$ cat config.mk
export PLATFORM = sky130hd
export DESIGN_NAME = cps_strap_decoder
export DESIGN_NICKNAME = d
export VERILOG_FILES = /design/src/verilog/cps_pkg.sv /design/src/verilog/cps_tri_sense.sv /design/src/verilog/cps_strap_decoder.sv
export SDC_FILE = /design/constraint.sdc
export NUM_CORES = 1
export LEC_CHECK = 0
export BUFFER_PORTS_ARGS = -buffer_cell sky130_fd_sc_hd__buf_4
export CORE_UTILIZATION = 54
export CTS_CLUSTER_SIZE = 16
export DETAILED_ROUTE_END_ITERATION = 16
export HOLD_SLACK_MARGIN = 0.08
export PLACE_DENSITY = 0.8
export SLEW_MARGIN = 10
export SYNTH_ARGS = -nofsm -noshare
export SYNTH_HDL_FRONTEND = slang
export SYNTH_SLANG_ARGS = --single-unit
$ cat constraint.sdc
create_clock -name sys_clk_i -period 2.06 [get_ports sys_clk_i]
set_input_delay 0.309 -clock sys_clk_i [delete_from_list [all_inputs] [get_ports sys_clk_i]]
set_output_delay 0.309 -clock sys_clk_i [all_outputs]
set_load 0.005 [all_outputs]
$ cat src/verilog/cps_pkg.sv
// Purpose: constants for the control pin strap decoder
// Assumes: 125 MHz sys_clk_i, AHB-Lite register access
package cps_pkg;
	localparam int CLK_MHZ         = 125;
	localparam int SETTLE_NS       = 1000;
	localparam int SETTLE_CYC      = (SETTLE_NS * CLK_MHZ + 999) / 1000;
	localparam int CNT_W           = 8;

	// Trit codes, shared by equalizer, edge rate and termination fields
	typedef logic [1:0] cps_trit_t;
	localparam cps_trit_t TRIT_LOW   = 2'h0;
	localparam cps_trit_t TRIT_FLOAT = 2'h1;
	localparam cps_trit_t TRIT_HIGH  = 2'h2;

	// Edge rate: low slowest, float mid-range, high fastest
	localparam cps_trit_t EDGE_SLOW  = TRIT_LOW;
	localparam cps_trit_t EDGE_MID   = TRIT_FLOAT;
	localparam cps_trit_t EDGE_FAST  = TRIT_HIGH;
	// Termination: low 150-300 ohm, float none, high 75-150 ohm
	localparam cps_trit_t TERM_MID   = TRIT_LOW;
	localparam cps_trit_t TERM_NONE  = TRIT_FLOAT;
	localparam cps_trit_t TERM_STRONG = TRIT_HIGH;

	localparam int NUM_TRI         = 4;
	localparam int TRI_EQ1         = 0;
	localparam int TRI_EQ2         = 1;
	localparam int TRI_EDGE        = 2;
	localparam int TRI_TERM        = 3;

	// Register map, byte addresses
	localparam logic [7:0] OFS_CTRL   = 8'h00;
	localparam logic [7:0] OFS_STATUS = 8'h04;
	localparam logic [7:0] OFS_CONFIG = 8'h08;

	// CTRL fields
	localparam int CTRL_RATIO   = 0;
	localparam int CTRL_DISPLAY = 1;
	localparam int CTRL_RESENSE = 2;
	localparam logic [2:0] CTRL_RESET = 3'h2;
	// CONFIG / STATUS field positions
	localparam int F_EMPH   = 0;
	localparam int F_SWAP   = 1;
	localparam int F_EQ1    = 2;
	localparam int F_EQ2    = 4;
	localparam int F_EDGE   = 6;
	localparam int F_TERM   = 8;
	localparam int CFG_W    = 10;
	localparam logic [9:0] CONFIG_RESET = 10'h050;
	localparam int ST_PDOWN = 16;
	localparam int ST_BUS   = 17;
	localparam int ST_VALID = 18;
	localparam int ST_ADDR  = 19;

	typedef enum logic [2:0] {
		SN_IDLE = 3'b001,
		SN_UP   = 3'b010,
		SN_DOWN = 3'b100
	} cps_sense_e;

	typedef enum logic [2:0] {
		MS_OFF   = 3'b001,
		MS_SENSE = 3'b010,
		MS_RUN   = 3'b100
	} cps_main_e;
endpackage : cps_pkg

$ cat src/verilog/cps_tri_sense.sv
// Purpose: resolve one three-level strap pin by biasing it up then down
// Assumes: board strap of 1 kohm overrides the weak internal bias
// Notes: a floating pin follows the bias, a strapped one does not
`timescale 1ns/1ps
module cps_tri_sense
	import cps_pkg::*;
(
	// Clock and reset
	input  wire logic             sys_clk_i,
	input  wire logic             rst_n_i,
	// Control
	input  wire logic             start_i,
	input  wire logic             pin_i,
	// Results
	output logic                  pull_up_o,
	output logic                  done_o,
	output cps_pkg::cps_trit_t    level_o
);
	cps_sense_e           state_reg;
	logic [CNT_W-1:0]     cnt_reg;
	logic                 hi_seen_reg;
	logic                 settled;

	assign settled   = (cnt_reg == CNT_W'(SETTLE_CYC - 1));
	assign pull_up_o = (state_reg == SN_UP);

	always_ff @(posedge sys_clk_i) begin
		if (!rst_n_i) begin
			state_reg <= SN_IDLE;
			cnt_reg   <= '0;
		end else begin
			unique case (state_reg)
				SN_IDLE: begin
					cnt_reg <= '0;
					if (start_i) begin
						state_reg <= SN_UP;
					end
				end
				SN_UP: begin
					cnt_reg <= settled ? '0 : cnt_reg + 1'b1;
					if (settled) begin
						state_reg <= SN_DOWN;
					end
				end
				SN_DOWN: begin
					cnt_reg <= settled ? '0 : cnt_reg + 1'b1;
					if (settled) begin
						state_reg <= SN_IDLE;
					end
				end
				default: begin
					state_reg <= SN_IDLE;
				end
			endcase
		end
	end

	always_ff @(posedge sys_clk_i) begin
		if (!rst_n_i) begin
			hi_seen_reg <= 1'b0;
			level_o     <= TRIT_FLOAT;
			done_o      <= 1'b0;
		end else begin
			done_o <= (state_reg == SN_DOWN) && settled;
			if (state_reg == SN_UP && settled) begin
				hi_seen_reg <= pin_i;
			end
			if (state_reg == SN_DOWN && settled) begin
				if (hi_seen_reg && pin_i) begin
					level_o <= TRIT_HIGH;
				end else if (!hi_seen_reg && !pin_i) begin
					level_o <= TRIT_LOW;
				end else begin
					level_o <= TRIT_FLOAT;
				end
			end
		end
	end
endmodule : cps_tri_sense

$ cat src/verilog/cps_strap_decoder.sv
// Purpose: decode enable, select and strap pins into operating configuration
// Assumes: pins synchronous to sys_clk_i; single AHB-Lite master
// Notes: zero-wait slave, always OKAY; unmapped reads return zero
//
// Added by the designer: the AHB-Lite slave port and the register addresses.
`timescale 1ns/1ps
module cps_strap_decoder
	import cps_pkg::*;
(
	// Clock and reset
	input  wire logic                   sys_clk_i,
	input  wire logic                   rst_n_i,
	// AHB-Lite slave
	input  wire logic                   hsel,
	input  wire logic [31:0]            haddr,
	input  wire logic [1:0]             htrans,
	input  wire logic                   hwrite,
	input  wire logic [2:0]             hsize,
	input  wire logic [31:0]            hwdata,
	input  wire logic                   hready,
	output logic [31:0]                 hrdata,
	output logic                        hreadyout,
	output logic                        hresp,
	// Mode pins
	input  wire logic                   enable_pin_i,
	input  wire logic                   select_pin_i,
	// Shared pins
	input  wire logic                   config_data_emphasis_pin_i,
	output logic                        config_data_emphasis_pin_o,
	output logic                        config_data_emphasis_pin_oe_n_o,
	input  wire logic                   config_clock_lane_pin_i,
	input  wire logic                   addr_lo_equalizer_pin_i,
	input  wire logic                   addr_hi_equalizer_pin_i,
	input  wire logic                   edge_rate_pin_i,
	input  wire logic                   term_pin_i,
	// Weak bias on three-level pins: 1 pull-up, 0 pull-down
	output logic [3:0]                  tri_pull_up_o,
	// Serial engine side
	input  wire logic                   ser_data_drive_low_i,
	output logic                        ser_data_o,
	output logic                        ser_clock_o,
	output logic [1:0]                  ser_addr_o,
	// Decoded configuration
	output logic                        power_down_o,
	output logic                        dev_reset_o,
	output logic                        bus_mode_o,
	output logic                        config_valid_o,
	output logic                        emphasis_level_o,
	output logic                        lane_swap_o,
	output cps_pkg::cps_trit_t          eq1_o,
	output cps_pkg::cps_trit_t          eq2_o,
	output cps_pkg::cps_trit_t          edge_rate_o,
	output cps_pkg::cps_trit_t          term_sel_o
);
	import cps_pkg::*;

	cps_main_e            state_reg;
	logic                 enable_prev_reg;
	logic                 enable_fall;
	logic [2:0]           ctrl_reg;
	logic [CFG_W-1:0]     config_reg;
	logic [CFG_W-1:0]     strap_reg;
	logic                 resense_reg;
	logic                 start_reg;
	logic [NUM_TRI-1:0]   tri_pin;
	logic [NUM_TRI-1:0]   tri_done;
	cps_trit_t            tri_level [NUM_TRI];
	logic [CFG_W-1:0]     active_cfg;
	logic                 wr_pend_reg;
	logic [7:0]           wr_addr_reg;
	logic                 ahb_go;
	logic [31:0]          status_word;
	logic [31:0]          rd_next;

	////////////////////////////////////////////////////////////////////////
	// Enable pin and reset handling

	assign enable_fall = enable_prev_reg && !enable_pin_i;

	always_ff @(posedge sys_clk_i) begin
		if (!rst_n_i) begin
			enable_prev_reg <= 1'b0;
			dev_reset_o     <= 1'b0;
		end else begin
			enable_prev_reg <= enable_pin_i;
			dev_reset_o     <= enable_fall;
		end
	end

	////////////////////////////////////////////////////////////////////////
	// Main sequence: power-down, strap sensing, running

	// sense on leaving reset or power-down
	always_ff @(posedge sys_clk_i) begin
		if (!rst_n_i) begin
			state_reg <= MS_OFF;
			start_reg <= 1'b0;
		end else begin
			start_reg <= 1'b0;
			unique case (state_reg)
				MS_OFF: begin
					if (enable_pin_i) begin
						state_reg <= MS_SENSE;
						start_reg <= 1'b1;
					end
				end
				MS_SENSE: begin
					if (!enable_pin_i) begin
						state_reg <= MS_OFF;
					end else if (&tri_done) begin
						state_reg <= MS_RUN;
					end
				end
				MS_RUN: begin
					if (!enable_pin_i) begin
						state_reg <= MS_OFF;
					end else if (resense_reg) begin
						state_reg <= MS_SENSE;
						start_reg <= 1'b1;
					end
				end
				default: begin
					state_reg <= MS_OFF;
				end
			endcase
		end
	end

	assign power_down_o   = (state_reg != MS_RUN);
	assign config_valid_o = (state_reg == MS_RUN);

	////////////////////////////////////////////////////////////////////////
	// Three-level pin sensing

	assign tri_pin[TRI_EQ1]  = addr_lo_equalizer_pin_i;
	assign tri_pin[TRI_EQ2]  = addr_hi_equalizer_pin_i;
	assign tri_pin[TRI_EDGE] = edge_rate_pin_i;
	assign tri_pin[TRI_TERM] = term_pin_i;

	// A sensor aborted by power-down simply reruns on the next start
	genvar gi;
	generate
		for (gi = 0; gi < NUM_TRI; gi++) begin : g_tri
			cps_tri_sense u_sense (
				.sys_clk_i (sys_clk_i),
				.rst_n_i   (rst_n_i && !enable_fall),
				.start_i   (start_reg),
				.pin_i     (tri_pin[gi]),
				.pull_up_o (tri_pull_up_o[gi]),
				.done_o    (tri_done[gi]),
				.level_o   (tri_level[gi])
			);
		end
	endgenerate

	always_ff @(posedge sys_clk_i) begin
		if (!rst_n_i || enable_fall) begin
			strap_reg <= CONFIG_RESET;
		end else if (state_reg == MS_SENSE && (&tri_done)) begin
			strap_reg[F_EMPH]      <= config_data_emphasis_pin_i;
			strap_reg[F_SWAP]      <= config_clock_lane_pin_i;
			strap_reg[F_EQ1 +: 2]  <= tri_level[TRI_EQ1];
			strap_reg[F_EQ2 +: 2]  <= tri_level[TRI_EQ2];
			strap_reg[F_EDGE +: 2] <= tri_level[TRI_EDGE];
			strap_reg[F_TERM +: 2] <= tri_level[TRI_TERM];
		end
	end

	////////////////////////////////////////////////////////////////////////
	// Configuration select and outputs

	assign bus_mode_o = select_pin_i;
	assign active_cfg = select_pin_i ? config_reg : strap_reg;

	always_ff @(posedge sys_clk_i) begin
		if (!rst_n_i || enable_fall) begin
			emphasis_level_o <= 1'b0;
			lane_swap_o      <= 1'b0;
			eq1_o            <= TRIT_FLOAT;
			eq2_o            <= TRIT_FLOAT;
			edge_rate_o      <= EDGE_MID;
			term_sel_o       <= TERM_NONE;
			ser_addr_o       <= 2'h0;
		end else begin
			// emphasis 0 dB or 3.5 dB
			emphasis_level_o <= active_cfg[F_EMPH];
			lane_swap_o      <= active_cfg[F_SWAP] && ctrl_reg[CTRL_DISPLAY];
			eq1_o            <= active_cfg[F_EQ1 +: 2];
			eq2_o            <= active_cfg[F_EQ2 +: 2];
			edge_rate_o      <= active_cfg[F_EDGE +: 2];
			if (ctrl_reg[CTRL_RATIO]) begin
				term_sel_o <= TERM_STRONG;
			end else begin
				term_sel_o <= active_cfg[F_TERM +: 2];
			end
			ser_addr_o <= {tri_level[TRI_EQ2] == TRIT_HIGH, tri_level[TRI_EQ1] == TRIT_HIGH};
		end
	end

	////////////////////////////////////////////////////////////////////////
	// Shared serial pins

	// data line is open-drain in bus mode
	// clock line passes through in bus mode
	always_ff @(posedge sys_clk_i) begin
		if (!rst_n_i) begin
			config_data_emphasis_pin_oe_n_o <= 1'b1;
			ser_data_o                      <= 1'b1;
			ser_clock_o                     <= 1'b1;
		end else begin
			config_data_emphasis_pin_oe_n_o <= !(select_pin_i && ser_data_drive_low_i
				&& enable_pin_i);
			ser_data_o  <= select_pin_i ? config_data_emphasis_pin_i : 1'b1;
			ser_clock_o <= select_pin_i ? config_clock_lane_pin_i : 1'b1;
		end
	end

	assign config_data_emphasis_pin_o = 1'b0;

	////////////////////////////////////////////////////////////////////////
	// AHB-Lite slave

	assign hreadyout = 1'b1;
	assign hresp     = 1'b0;
	assign ahb_go    = hsel && htrans[1] && hready;

	always_ff @(posedge sys_clk_i) begin
		if (!rst_n_i) begin
			wr_pend_reg <= 1'b0;
			wr_addr_reg <= 8'h00;
		end else begin
			wr_pend_reg <= ahb_go && hwrite;
			wr_addr_reg <= haddr[7:0];
		end
	end

	always_ff @(posedge sys_clk_i) begin
		if (!rst_n_i || enable_fall) begin
			ctrl_reg    <= CTRL_RESET;
			config_reg  <= CONFIG_RESET;
			resense_reg <= 1'b0;
		end else begin
			resense_reg <= 1'b0;
			if (wr_pend_reg && wr_addr_reg == OFS_CTRL) begin
				ctrl_reg    <= {1'b0, hwdata[CTRL_DISPLAY], hwdata[CTRL_RATIO]};
				resense_reg <= hwdata[CTRL_RESENSE];
			end
			if (wr_pend_reg && wr_addr_reg == OFS_CONFIG) begin
				config_reg <= hwdata[CFG_W-1:0];
			end
		end
	end

	always_comb begin
		status_word                       = '0;
		status_word[F_EMPH]               = emphasis_level_o;
		status_word[F_SWAP]               = lane_swap_o;
		status_word[F_EQ1 +: 2]           = eq1_o;
		status_word[F_EQ2 +: 2]           = eq2_o;
		status_word[F_EDGE +: 2]          = edge_rate_o;
		status_word[F_TERM +: 2]          = term_sel_o;
		status_word[ST_PDOWN]             = power_down_o;
		status_word[ST_BUS]               = bus_mode_o;
		status_word[ST_VALID]             = config_valid_o;
		status_word[ST_ADDR +: 2]         = ser_addr_o;
	end

	always_comb begin
		rd_next = '0;
		if (haddr[7:0] == OFS_CTRL) begin
			rd_next = {29'h0, 1'b0, ctrl_reg[1:0]};
		end else if (haddr[7:0] == OFS_STATUS) begin
			rd_next = status_word;
		end else if (haddr[7:0] == OFS_CONFIG) begin
			rd_next = {22'h0, config_reg};
		end
		if (haddr[31:8] != 24'h0) begin
			rd_next = '0;
		end
	end

	// Read data registered at the address phase, so zero wait states
	always_ff @(posedge sys_clk_i) begin
		if (!rst_n_i) begin
			hrdata <= 32'h0;
		end else if (ahb_go && !hwrite) begin
			hrdata <= rd_next;
		end
	end
endmodule : cps_strap_decoder

[Yosys cells after proc, flatten, opt, wreduce, memory -nomap -nowiden]
Cells that the tools add are included.
Cells by class
  add/sub/neg operators: 4
  equal/unequal tests: 40
  mux-type cells: 45
  bitwise gates (word level): 1
  reductions and logical operators: 61
Operators with widths (count)
  one-hot mux 8 bit (2 select lines): 4
  one-hot mux 3 bit (3 select lines): 5
  2-to-1 mux 21 bit: 2
  2-to-1 mux 3 bit: 14
  adder 8 x 1 -> 8 bit (second input constant): 4
  == test 8 x 7 -> 1 bit (second input constant): 4
  2-to-1 mux 32 bit: 1
  2-to-1 mux 8 bit: 4
  logical AND 1 bit: 28
  nonzero test 24 bit: 1
  2-to-1 mux 10 bit: 2
  != test 2 bit (second input constant): 9
  == test 8 x 4 -> 1 bit (second input constant): 2
  logical NOT 8 bit: 2
  == test 3 x 1 -> 1 bit (second input constant): 5
  == test 3 x 2 -> 1 bit (second input constant): 5
  == test 3 bit (second input constant): 5
  AND reduction 3 bit: 5
  logical NOT 1 bit: 13
  2-to-1 mux 2 bit: 5
  OR reduction 2 bit: 5
  == test 8 x 3 -> 1 bit (second input constant): 1
  != test 2 x 1 -> 1 bit (second input constant): 4
  nonzero test 2 bit: 4
  9 further kinds: 17
Word-level totals
  flip-flop bits (word level): 145
  bits of input ports: 83
  output and inout bits: 58
  logic and storage cells: 192

[Depth between registers and ports, before layout]
Gate-level depths: netlist (run 1).
  depth in word-level cells: 5
  depth in mapped cells: 8
  gate-level depth less buffers: 7

[By module]
From an unflattened synthesis (run 1), not the netlist that was laid out.
Unflattened totals
  cell total of the unflattened synthesis: 667
  area total of the unflattened synthesis: 6283.5 um^2
By module, submodules not included
  cps_tri_sense: instances 4, cells an instance 98, area an instance 849.6 um^2, sequential area each 300.3 um^2
  cps_strap_decoder: instances 1, cells an instance 275, area an instance 2885.3 um^2, sequential area each 1361.3 um^2

[Worst setup path before layout (run 1)]
OpenSTA, ideal clock, no wires.
  path type: reg2reg
  from: register g_tri[3].u_sense.cnt_reg[0]
  to: register g_tri[3].u_sense.cnt_reg[7]
  library setup time: 0.062 ns
  arrival: 1.664 ns
  data required time: 1.998 ns
  setup slack: 0.334 ns
  cell stages (with the launch flop): 9
  buffers on the path: 1
  period minus slack after synthesis: 1.726 ns
  cell sequence: dfxtp_1 inv_1 ha_1 nand2_1 or4_1 buf_2 nand3_1 or4_1 nand3_1
Between the ends
  longest elaborated chain between the ends: 3
  elaborated cells on any way between the ends: 4
  those cells by class: 1 x add/sub; 1 x eq/ne; 2 x mux
Ends and longest elaborated chain
  start: declaration: line cps_tri_sense.sv:20  | logic [CNT_W-1:0] cnt_reg;
  start signal: assignment: line cps_tri_sense.sv:40  | cnt_reg <= settled ? '0 : cnt_reg + 1'b1;
  start signal: assignment: line cps_tri_sense.sv:46  | cnt_reg <= settled ? '0 : cnt_reg + 1'b1;
  adder 8 x 1 -> 8 bit or == test 8 x 7 -> 1 bit (tied branches): line cps_tri_sense.sv:40, cps_tri_sense.sv:46, cps_tri_sense.sv:24
  2-to-1 mux 8 bit (*): line cps_tri_sense.sv:40, cps_tri_sense.sv:46
  one-hot mux 8 bit (2 select lines) (*): line cps_tri_sense.sv:32  | unique case (state_reg)
Mark *: on every way between the ends. The rest lies on a longest branch, timed or not.
A chain may end at the register's enable or synchronous reset.

[Final worst setup path (run 1)]
  from: input haddr[5]
  to: register hrdata[19]
Between the ends
  longest elaborated chain between the ends: 4
  elaborated cells on any way between the ends: 5
  those cells by class: 1 x eq/ne; 3 x mux; 1 x reduce/logical
Ends and longest elaborated chain
  start: declaration: line cps_strap_decoder.sv:15  | input wire logic [31:0] haddr,
  == test 8 x 3 -> 1 bit: line cps_strap_decoder.sv:272  | end else if (haddr[7:0] == OFS_STATUS) begin
  2-to-1 mux 21 bit: line cps_strap_decoder.sv:272
  2-to-1 mux 21 bit (*): line cps_strap_decoder.sv:270  | if (haddr[7:0] == OFS_CTRL) begin
  2-to-1 mux 32 bit (*): line cps_strap_decoder.sv:277  | if (haddr[31:8] != 24'h0) begin
  end signal: assignment: line cps_strap_decoder.sv:287  | hrdata <= rd_next;
  end: declaration: line cps_strap_decoder.sv:21  | output logic [31:0] hrdata,
Marked as above.

==> results.sh, run 1 <==
export IMPL_outcome="complete, no violations"
export IMPL_path_delay_family="simple AND/OR/NAND/NOR gates"
export IMPL_clk_latency_ps=530
export IMPL_synth_most_common_cell="dfxtp_1"
export IMPL_cpMaxStageDelayCell="dlygate4sd3_1"
export IMPL_crit_fanout=5
export IMPL_seq_area_frac_synth_pct=43.9
export IMPL_drt_iter0_markers=391
export IMPL_cts_tree="yes"
export IMPL_hp_class="input pin to flop"
export IMPL_synth_ff_type="dfxtp_1"
export IMPL_rr_startpoint="g_tri[3].u_sense.cnt_reg[0]"
export IMPL_period_needed_ps=1900
export IMPL_maxSlewViolCount=0
export IMPL_clockRootBuffer="clkbuf_8"
export IMPL_rsz0062_at_grt="no"
export IMPL_wl_mm=14.7
export IMPL_syn_inst=662
export IMPL_async_reset_ff_share_pct=0
export IMPL_crit_type="input pin to flop"
export IMPL_cts_made_buffers=17
export IMPL_synth_enable_flop_cells=0
export IMPL_crit_buf_inv=2
export IMPL_gp_congestion=0.846
export IMPL_netlist_top_cells_area="dfxtp_1, mux2i_1, nor2_1"
export IMPL_vias=5270
export IMPL_skew_ps=6.27
export IMPL_die_h_um=106
export IMPL_endpoint_kind="flop"
export IMPL_clock_path_buffers=2
export IMPL_relSlewSlack_pct=54.8
export IMPL_ys_warn_count=0
export IMPL_cpPeakStageDelay_ps=550
export IMPL_final_layout_size_suffix_gt1_share_pct=20.4
export IMPL_min_from="addr_hi_equalizer_pin_i"
export IMPL_met2WireLength_mm=7.45
export IMPL_hold_violations=0
export IMPL_layout_setup_ws_ps=156
export IMPL_core_area_um2=10400
export IMPL_nets=878
export IMPL_vias_per_cell=5.65
export IMPL_grtUsageTotal_pct=27.1
export IMPL_r2r_setup_slack_ps=210
export IMPL_worst_slew_pin_slew_ps=672
export IMPL_ios=141
export IMPL_critPathArrivalTime_ps=2380
export IMPL_antenna_found_initial=0
export IMPL_finalSetupViolCount=0
export IMPL_top_layer="met4"
export IMPL_overflow=0
export IMPL_dp_hpwl_mm=9.63
export IMPL_grt_pass1_wl_mm=24.0
export IMPL_synth_area_leader_cell="dfxtp_1"
export IMPL_power_mw=6.05
export IMPL_synth_cell_types=61
export IMPL_ys_ff_latch=128
export IMPL_wl_met1_mm=6.12
export IMPL_regToRegEndpoint="g_tri[3].u_sense.cnt_reg[7]"
export IMPL_ys_top_cells_by_count="dfxtp_1, nor2_1, nand2_1"
export IMPL_critPathLaunchType="input pin"
export IMPL_rows=37
export IMPL_antenna_left=0
export IMPL_power_density_nw_per_um2=805
export IMPL_dp_slack_ps=92.3
export IMPL_area_delta_synth_final_pct=28.9
export IMPL_path_cells="dlygate4sd3_1 -> buf_4 -> nor4_2 -> nand2_1 -> or4_4 -> nor3b_4 -> a22o_1"
export IMPL_grt_max_degree=28
export IMPL_synth_top_cell_area_share_pct=43.9
export IMPL_die_w_um=106
export IMPL_hold_path_endpoint="g_tri[1].u_sense.hi_seen_reg"
export IMPL_ir_drop_mv=0.532
export IMPL_wl_met3_um=878
export IMPL_dr_pass1_iters=5
export IMPL_grt_pass1_vias=5080
export IMPL_n_antenna_cell=0
export IMPL_finalCoreUtilization_pct=72.2
export IMPL_clkTransAtPathRegs_ps=60
export IMPL_numClockSinks=128
export IMPL_maxCapViolations=0
export IMPL_fin_setup_tns_ps=0
export IMPL_avgSynthCellArea_um2=8.81
export IMPL_syn_cell_area_um2=5830
export IMPL_start_util_pct=56.0
export IMPL_drc=0
export IMPL_fmax_mhz=525
export IMPL_hold_depth=3
export IMPL_post_route_period_util_pct=92.4
export IMPL_wl_per_cell_um=15.8
export IMPL_largest_reg_flops=32
export IMPL_reg2reg_depth=7
export IMPL_p_leak_nw=3.06
export IMPL_die_area_um2=11200
export IMPL_ctsHtreeMaxLevel=4
export IMPL_critical_path_required_ps=2540
export IMPL_io_buffers=94
## cell type report
cell class	count	area, um^2
Clock inverter	15	208
Clock buffer	17	414
Multi-Input combinational cell	474	2960
Fill cell	747	2900
Sequential cell	128	2560
Inverter	23	86.3
Timing Repair Buffer	139	1120
Tap cell	136	170
## kinds of logic after synthesis
group | Yosys count | synth area share (%)
and+or+nand+nor | 260 | 23.1
AOI/OAI and AO/OA | 128 | 14.4
DFF | 128 | 43.9
buffers and inverters | 78 | 6.76
muxes | 43 | 7.44
adders and majority gates | 13 | 2.75
xor gates and xnor gates | 10 | 1.50
other | 2 | 0.129
## cells in the final DEF, fill, tap and decap left out, types with 14 or more instances in the layout
| cell | count |
|---|---|
| nand2_1 | 61 |
| nor2_1 | 69 |
| conb_1 | 20 |
| dlygate4sd3_1 | 29 |
| mux2i_1 | 40 |
| a31oi_1 | 14 |
| a21oi_1 | 26 |
| nor3_1 | 15 |
| nand2b_1 | 17 |
| clkbuf_16 | 16 |
| inv_1 | 23 |
| buf_4 | 110 |
| nand3_1 | 21 |
| o21ai_0 | 34 |
| dfxtp_1 | 126 |
## report_power, final
group / switching, mW / internal (mW)
Sequential: 0.0369 / 2.51
Clock: 1.16 / 1.98
Combinational: 0.183 / 0.189
Total: 1.38 / 4.67
## how the worst max path moves through the flow
stage,slack (ps),startpoint,cells after the start,end
floorplan,330,g_tri[3].u_sense.cnt_reg[0],8,g_tri[3].u_sense.cnt_reg[7]
global placement,120,haddr[9],6,hrdata[17]
detailed placement,90,haddr[9],6,hrdata[17]
CTS,30,g_tri[2].u_sense.state_reg[1],3,tri_pull_up_o[2]
global route,50,g_tri[3].u_sense.cnt_reg[0],7,g_tri[3].u_sense.cnt_reg[7]
finish,160,haddr[5],7,hrdata[19]
## per-layer routing
layer / GRT usage, % / vias up
li1: - / 2541
met1: 31.3 / 2521
met2: 47.9 / 183
met3: 7.30 / 25
met4: 10.2 / 0
met5: 0 / -
## per-stage QoR
step / instances / hold WS, ps / instance area, um^2
floorplan: 680 / 383 / 5900
global placement: 869 / 439 / 6580
detailed placement: 869 / 447 / 6580
CTS: 930 / 84.5 / 7490
global route: 932 / 108 / 7520
finish: 932 / 102 / 7520
## worst min-delay path, stage by stage
cell and delay (ps):
buf_4 120, nand3_1 80, a21oi_1 70
## what timing repair did
item | CTS | global route
resized for setup | 0 | 3
endpoints found under the setup margin | 0 | 7
hold endpoints to repair | 30 | 0
setup buffers | 0 | 2
hold buffers | 29 | 0
No activity file was read; power rests on OpenSTA's default activity.
==> inputs of run 2 (changes only) <==
REMOVE_ABC_BUFFERS = 1   (was unset)
==> run 2 against run 1 <==
  * Maximum frequency is 3.2% lower
  * Combinational power is 3% lower
  * Cell count is 0.43% lower
  * Flip-flop and latch count stayed put
  * Cell area is 1.1% lower
  * Clock power is 8.6% lower
  * Via count is 2.9% lower
  * Register-to-register slack worse by 70 ps
  * Sequential power hardly changed
  * Critical path depth stayed put
  * Utilization is 0.79 points lower
  * Critical endpoint unchanged
==> results.sh, run 2 (synthesis results as in run 1) <==
export IMPL_cpMaxStageDelayCell="dlygate4sd3_1"
export IMPL_crit_buf_inv=2
export IMPL_crit_type="input pin to flop"
export IMPL_skew_ps=8.87
export IMPL_comb_power_share_pct=6.2
export IMPL_core_area_um2=10400
export IMPL_seqCellArea_um2=2560
export IMPL_min_from="rst_n_i"
export IMPL_critPathArrivalTime_ps=2420
export IMPL_final_common_cell="dfxtp_1"
export IMPL_dr_pass1_iters=5
export IMPL_fmax_mhz=509
export IMPL_antenna_left=0
export IMPL_hold_path_endpoint="ser_clock_o"
export IMPL_area_delta_synth_final_pct=27.5
export IMPL_gp_congestion=0.840
export IMPL_nets=874
export IMPL_ctsHtreeMaxLevel=4
export IMPL_wl_mm=13.6
export IMPL_antenna_found_initial=0
export IMPL_path_delay_family="simple AND/OR/NAND/NOR gates"
export IMPL_seq_power_share_pct=44.0
export IMPL_wl_per_cell_um=14.7
export IMPL_finalSetupViolCount=0
export IMPL_p_switching_mw=1.41
export IMPL_die_w_um=106
export IMPL_hp_class="input pin to flop"
export IMPL_post_cts_buffers=0
export IMPL_largest_reg_flops=32
export IMPL_finalCoreUtilization_pct=71.4
export IMPL_dp_slack_ps=37.0
export IMPL_numClockSinks=128
export IMPL_vias_per_cell=5.51
export IMPL_maxCapViolations=0
export IMPL_ios=141
export IMPL_n_antenna_cell=0
export IMPL_grt_max_degree=39
export IMPL_start_util_pct=56.0
export IMPL_outcome="complete, no violations"
export IMPL_regToRegEndpoint="g_tri[2].u_sense.cnt_reg[7]"
export IMPL_die_h_um=106
export IMPL_endpoint_kind="flop"
export IMPL_intPower_mw=4.36
export IMPL_clock_path_buffers=2
export IMPL_clockRootBuffer="clkbuf_8"
export IMPL_die_area_um2=11200
export IMPL_relSlewSlack_pct=56.6
export IMPL_ir_drop_mv=0.526
export IMPL_cts_made_buffers=17
export IMPL_drt_iter0_markers=298
export IMPL_layout_setup_ws_ps=93.7
export IMPL_drc=0
export IMPL_reg2reg_depth=7
export IMPL_clk_latency_ps=510
export IMPL_clkPwrFrac_pct=49.8
export IMPL_multi_input_area_um2=2960
export IMPL_critPathLaunchType="input pin"
export IMPL_cts_tree="yes"
export IMPL_hold_violations=0
export IMPL_post_route_period_util_pct=95.5
export IMPL_crit_fanout=5
export IMPL_cpPeakStageDelay_ps=540
export IMPL_power_density_nw_per_um2=776
export IMPL_period_needed_ps=1970
export IMPL_final_fill_count=736
export IMPL_rows=37
export IMPL_grtUsageTotal_pct=24.6
export IMPL_clkTransAtPathRegs_ps=60
export IMPL_rr_startpoint="g_tri[2].u_sense.cnt_reg[0]"
export IMPL_io_buffers=94
export IMPL_p_leak_nw=3.02
export IMPL_worst_slew_pin_slew_ps=650
export IMPL_r2r_setup_slack_ps=140
export IMPL_overflow=0
export IMPL_layout_common_cells="dfxtp_1, buf_4, nor2_1, nand2_1, mux2i_1"
export IMPL_vias=5116
export IMPL_rsz0062_at_grt="no"
export IMPL_critical_path_required_ps=2510
export IMPL_hold_depth=2
export IMPL_grt_pass1_vias=4845
export IMPL_path_cells="dlygate4sd3_1 -> buf_4 -> nor4_2 -> nand2_1 -> or4_4 -> nor3b_4 -> a22o_1"
export IMPL_final_layout_size_suffix_gt1_share_pct=20.2
export IMPL_dp_hpwl_mm=9.39
export IMPL_grt_pass1_wl_mm=22.3
export IMPL_swShare_pct=24.4
export IMPL_maxSlewViolCount=0
-- run 2: cell count changes in the layout (fill, tap and decap cells not counted), moves of 2 or more --
cell           before  now
buf_4             110  108
bufinv_16           4    1
clkinv_4            2    4
clkinvlp_4          4    2
dlygate4sd3_1      29   27
inv_8               0    2
-- run 2: layout make-up --
type,count,share of cell area (%)
clock buffers,18,5.76
inverters,23,1.16
flip-flops and latches,128,34.5
clock inverters,14,1.97
multi-input cells,474,39.8
repair buffers,135,14.5
well taps,136,2.29
-- run 2: worst max path at each step --
stage / from / to / slack, ps / depth (start not counted)
2_1_floorplan: state_reg[1] / strap_reg[0] / -540 / 3
3_3_place_gp: haddr[8] / hrdata[17] / 60 / 6
3_5_place_dp: haddr[8] / hrdata[19] / 40 / 6
4_1_cts: haddr[5] / hrdata[19] / 80 / 7
5_1_grt: g_tri[2].u_sense.state_reg[2] / g_tri[2].u_sense.cnt_reg[4] / 10 / 4
6_report: haddr[5] / hrdata[19] / 90 / 7
-- run 2: power groups by stage --
| stage | sequential [mW] | clock [mW] | combinational [mW] |
|---|---|---|---|
| final | 2.54 | 2.87 | 0.359 |
| after global routing | 2.54 | 3.03 | 0.391 |
| after CTS | 2.54 | 2.89 | 0.353 |
| after detailed placement | 2.59 | 0 | 0.310 |
| after global placement | 2.59 | 0 | 0.301 |
| after floorplan | 2.58 | 0 | 0.141 |
-- run 2: routing by layer --
| metal | global-route usage (%) | share of wire [%] | vias up |
|---|---|---|---|
| met5 | 0 | 0 | - |
| met4 | 7.64 | 1.2 | 0 |
| met3 | 5.21 | 4.9 | 14 |
| met2 | 42.8 | 50 | 150 |
| met1 | 30.5 | 44 | 2420 |
| li1 | - | - | 2532 |
-- run 2: through the flow --
step	TNS (ps)	hold WS (ps)	std cells	power, mW	cell area (um^2)
2_1_floorplan	-7340	383	625	2.73	5590
3_5_place_dp	0	447	869	2.90	6580
6_report	0	95.2	928	5.77	7430
3_3_place_gp	0	438	869	2.89	6580
5_1_grt	0	82.7	928	5.97	7430
4_1_cts	0	82.0	928	5.78	7430
-- run 2: what timing repair did --
item                       CTS  global route
resized for setup            0             3
hold endpoints to repair    29             0
hold buffers                27             0
setup endpoints to repair    0             7
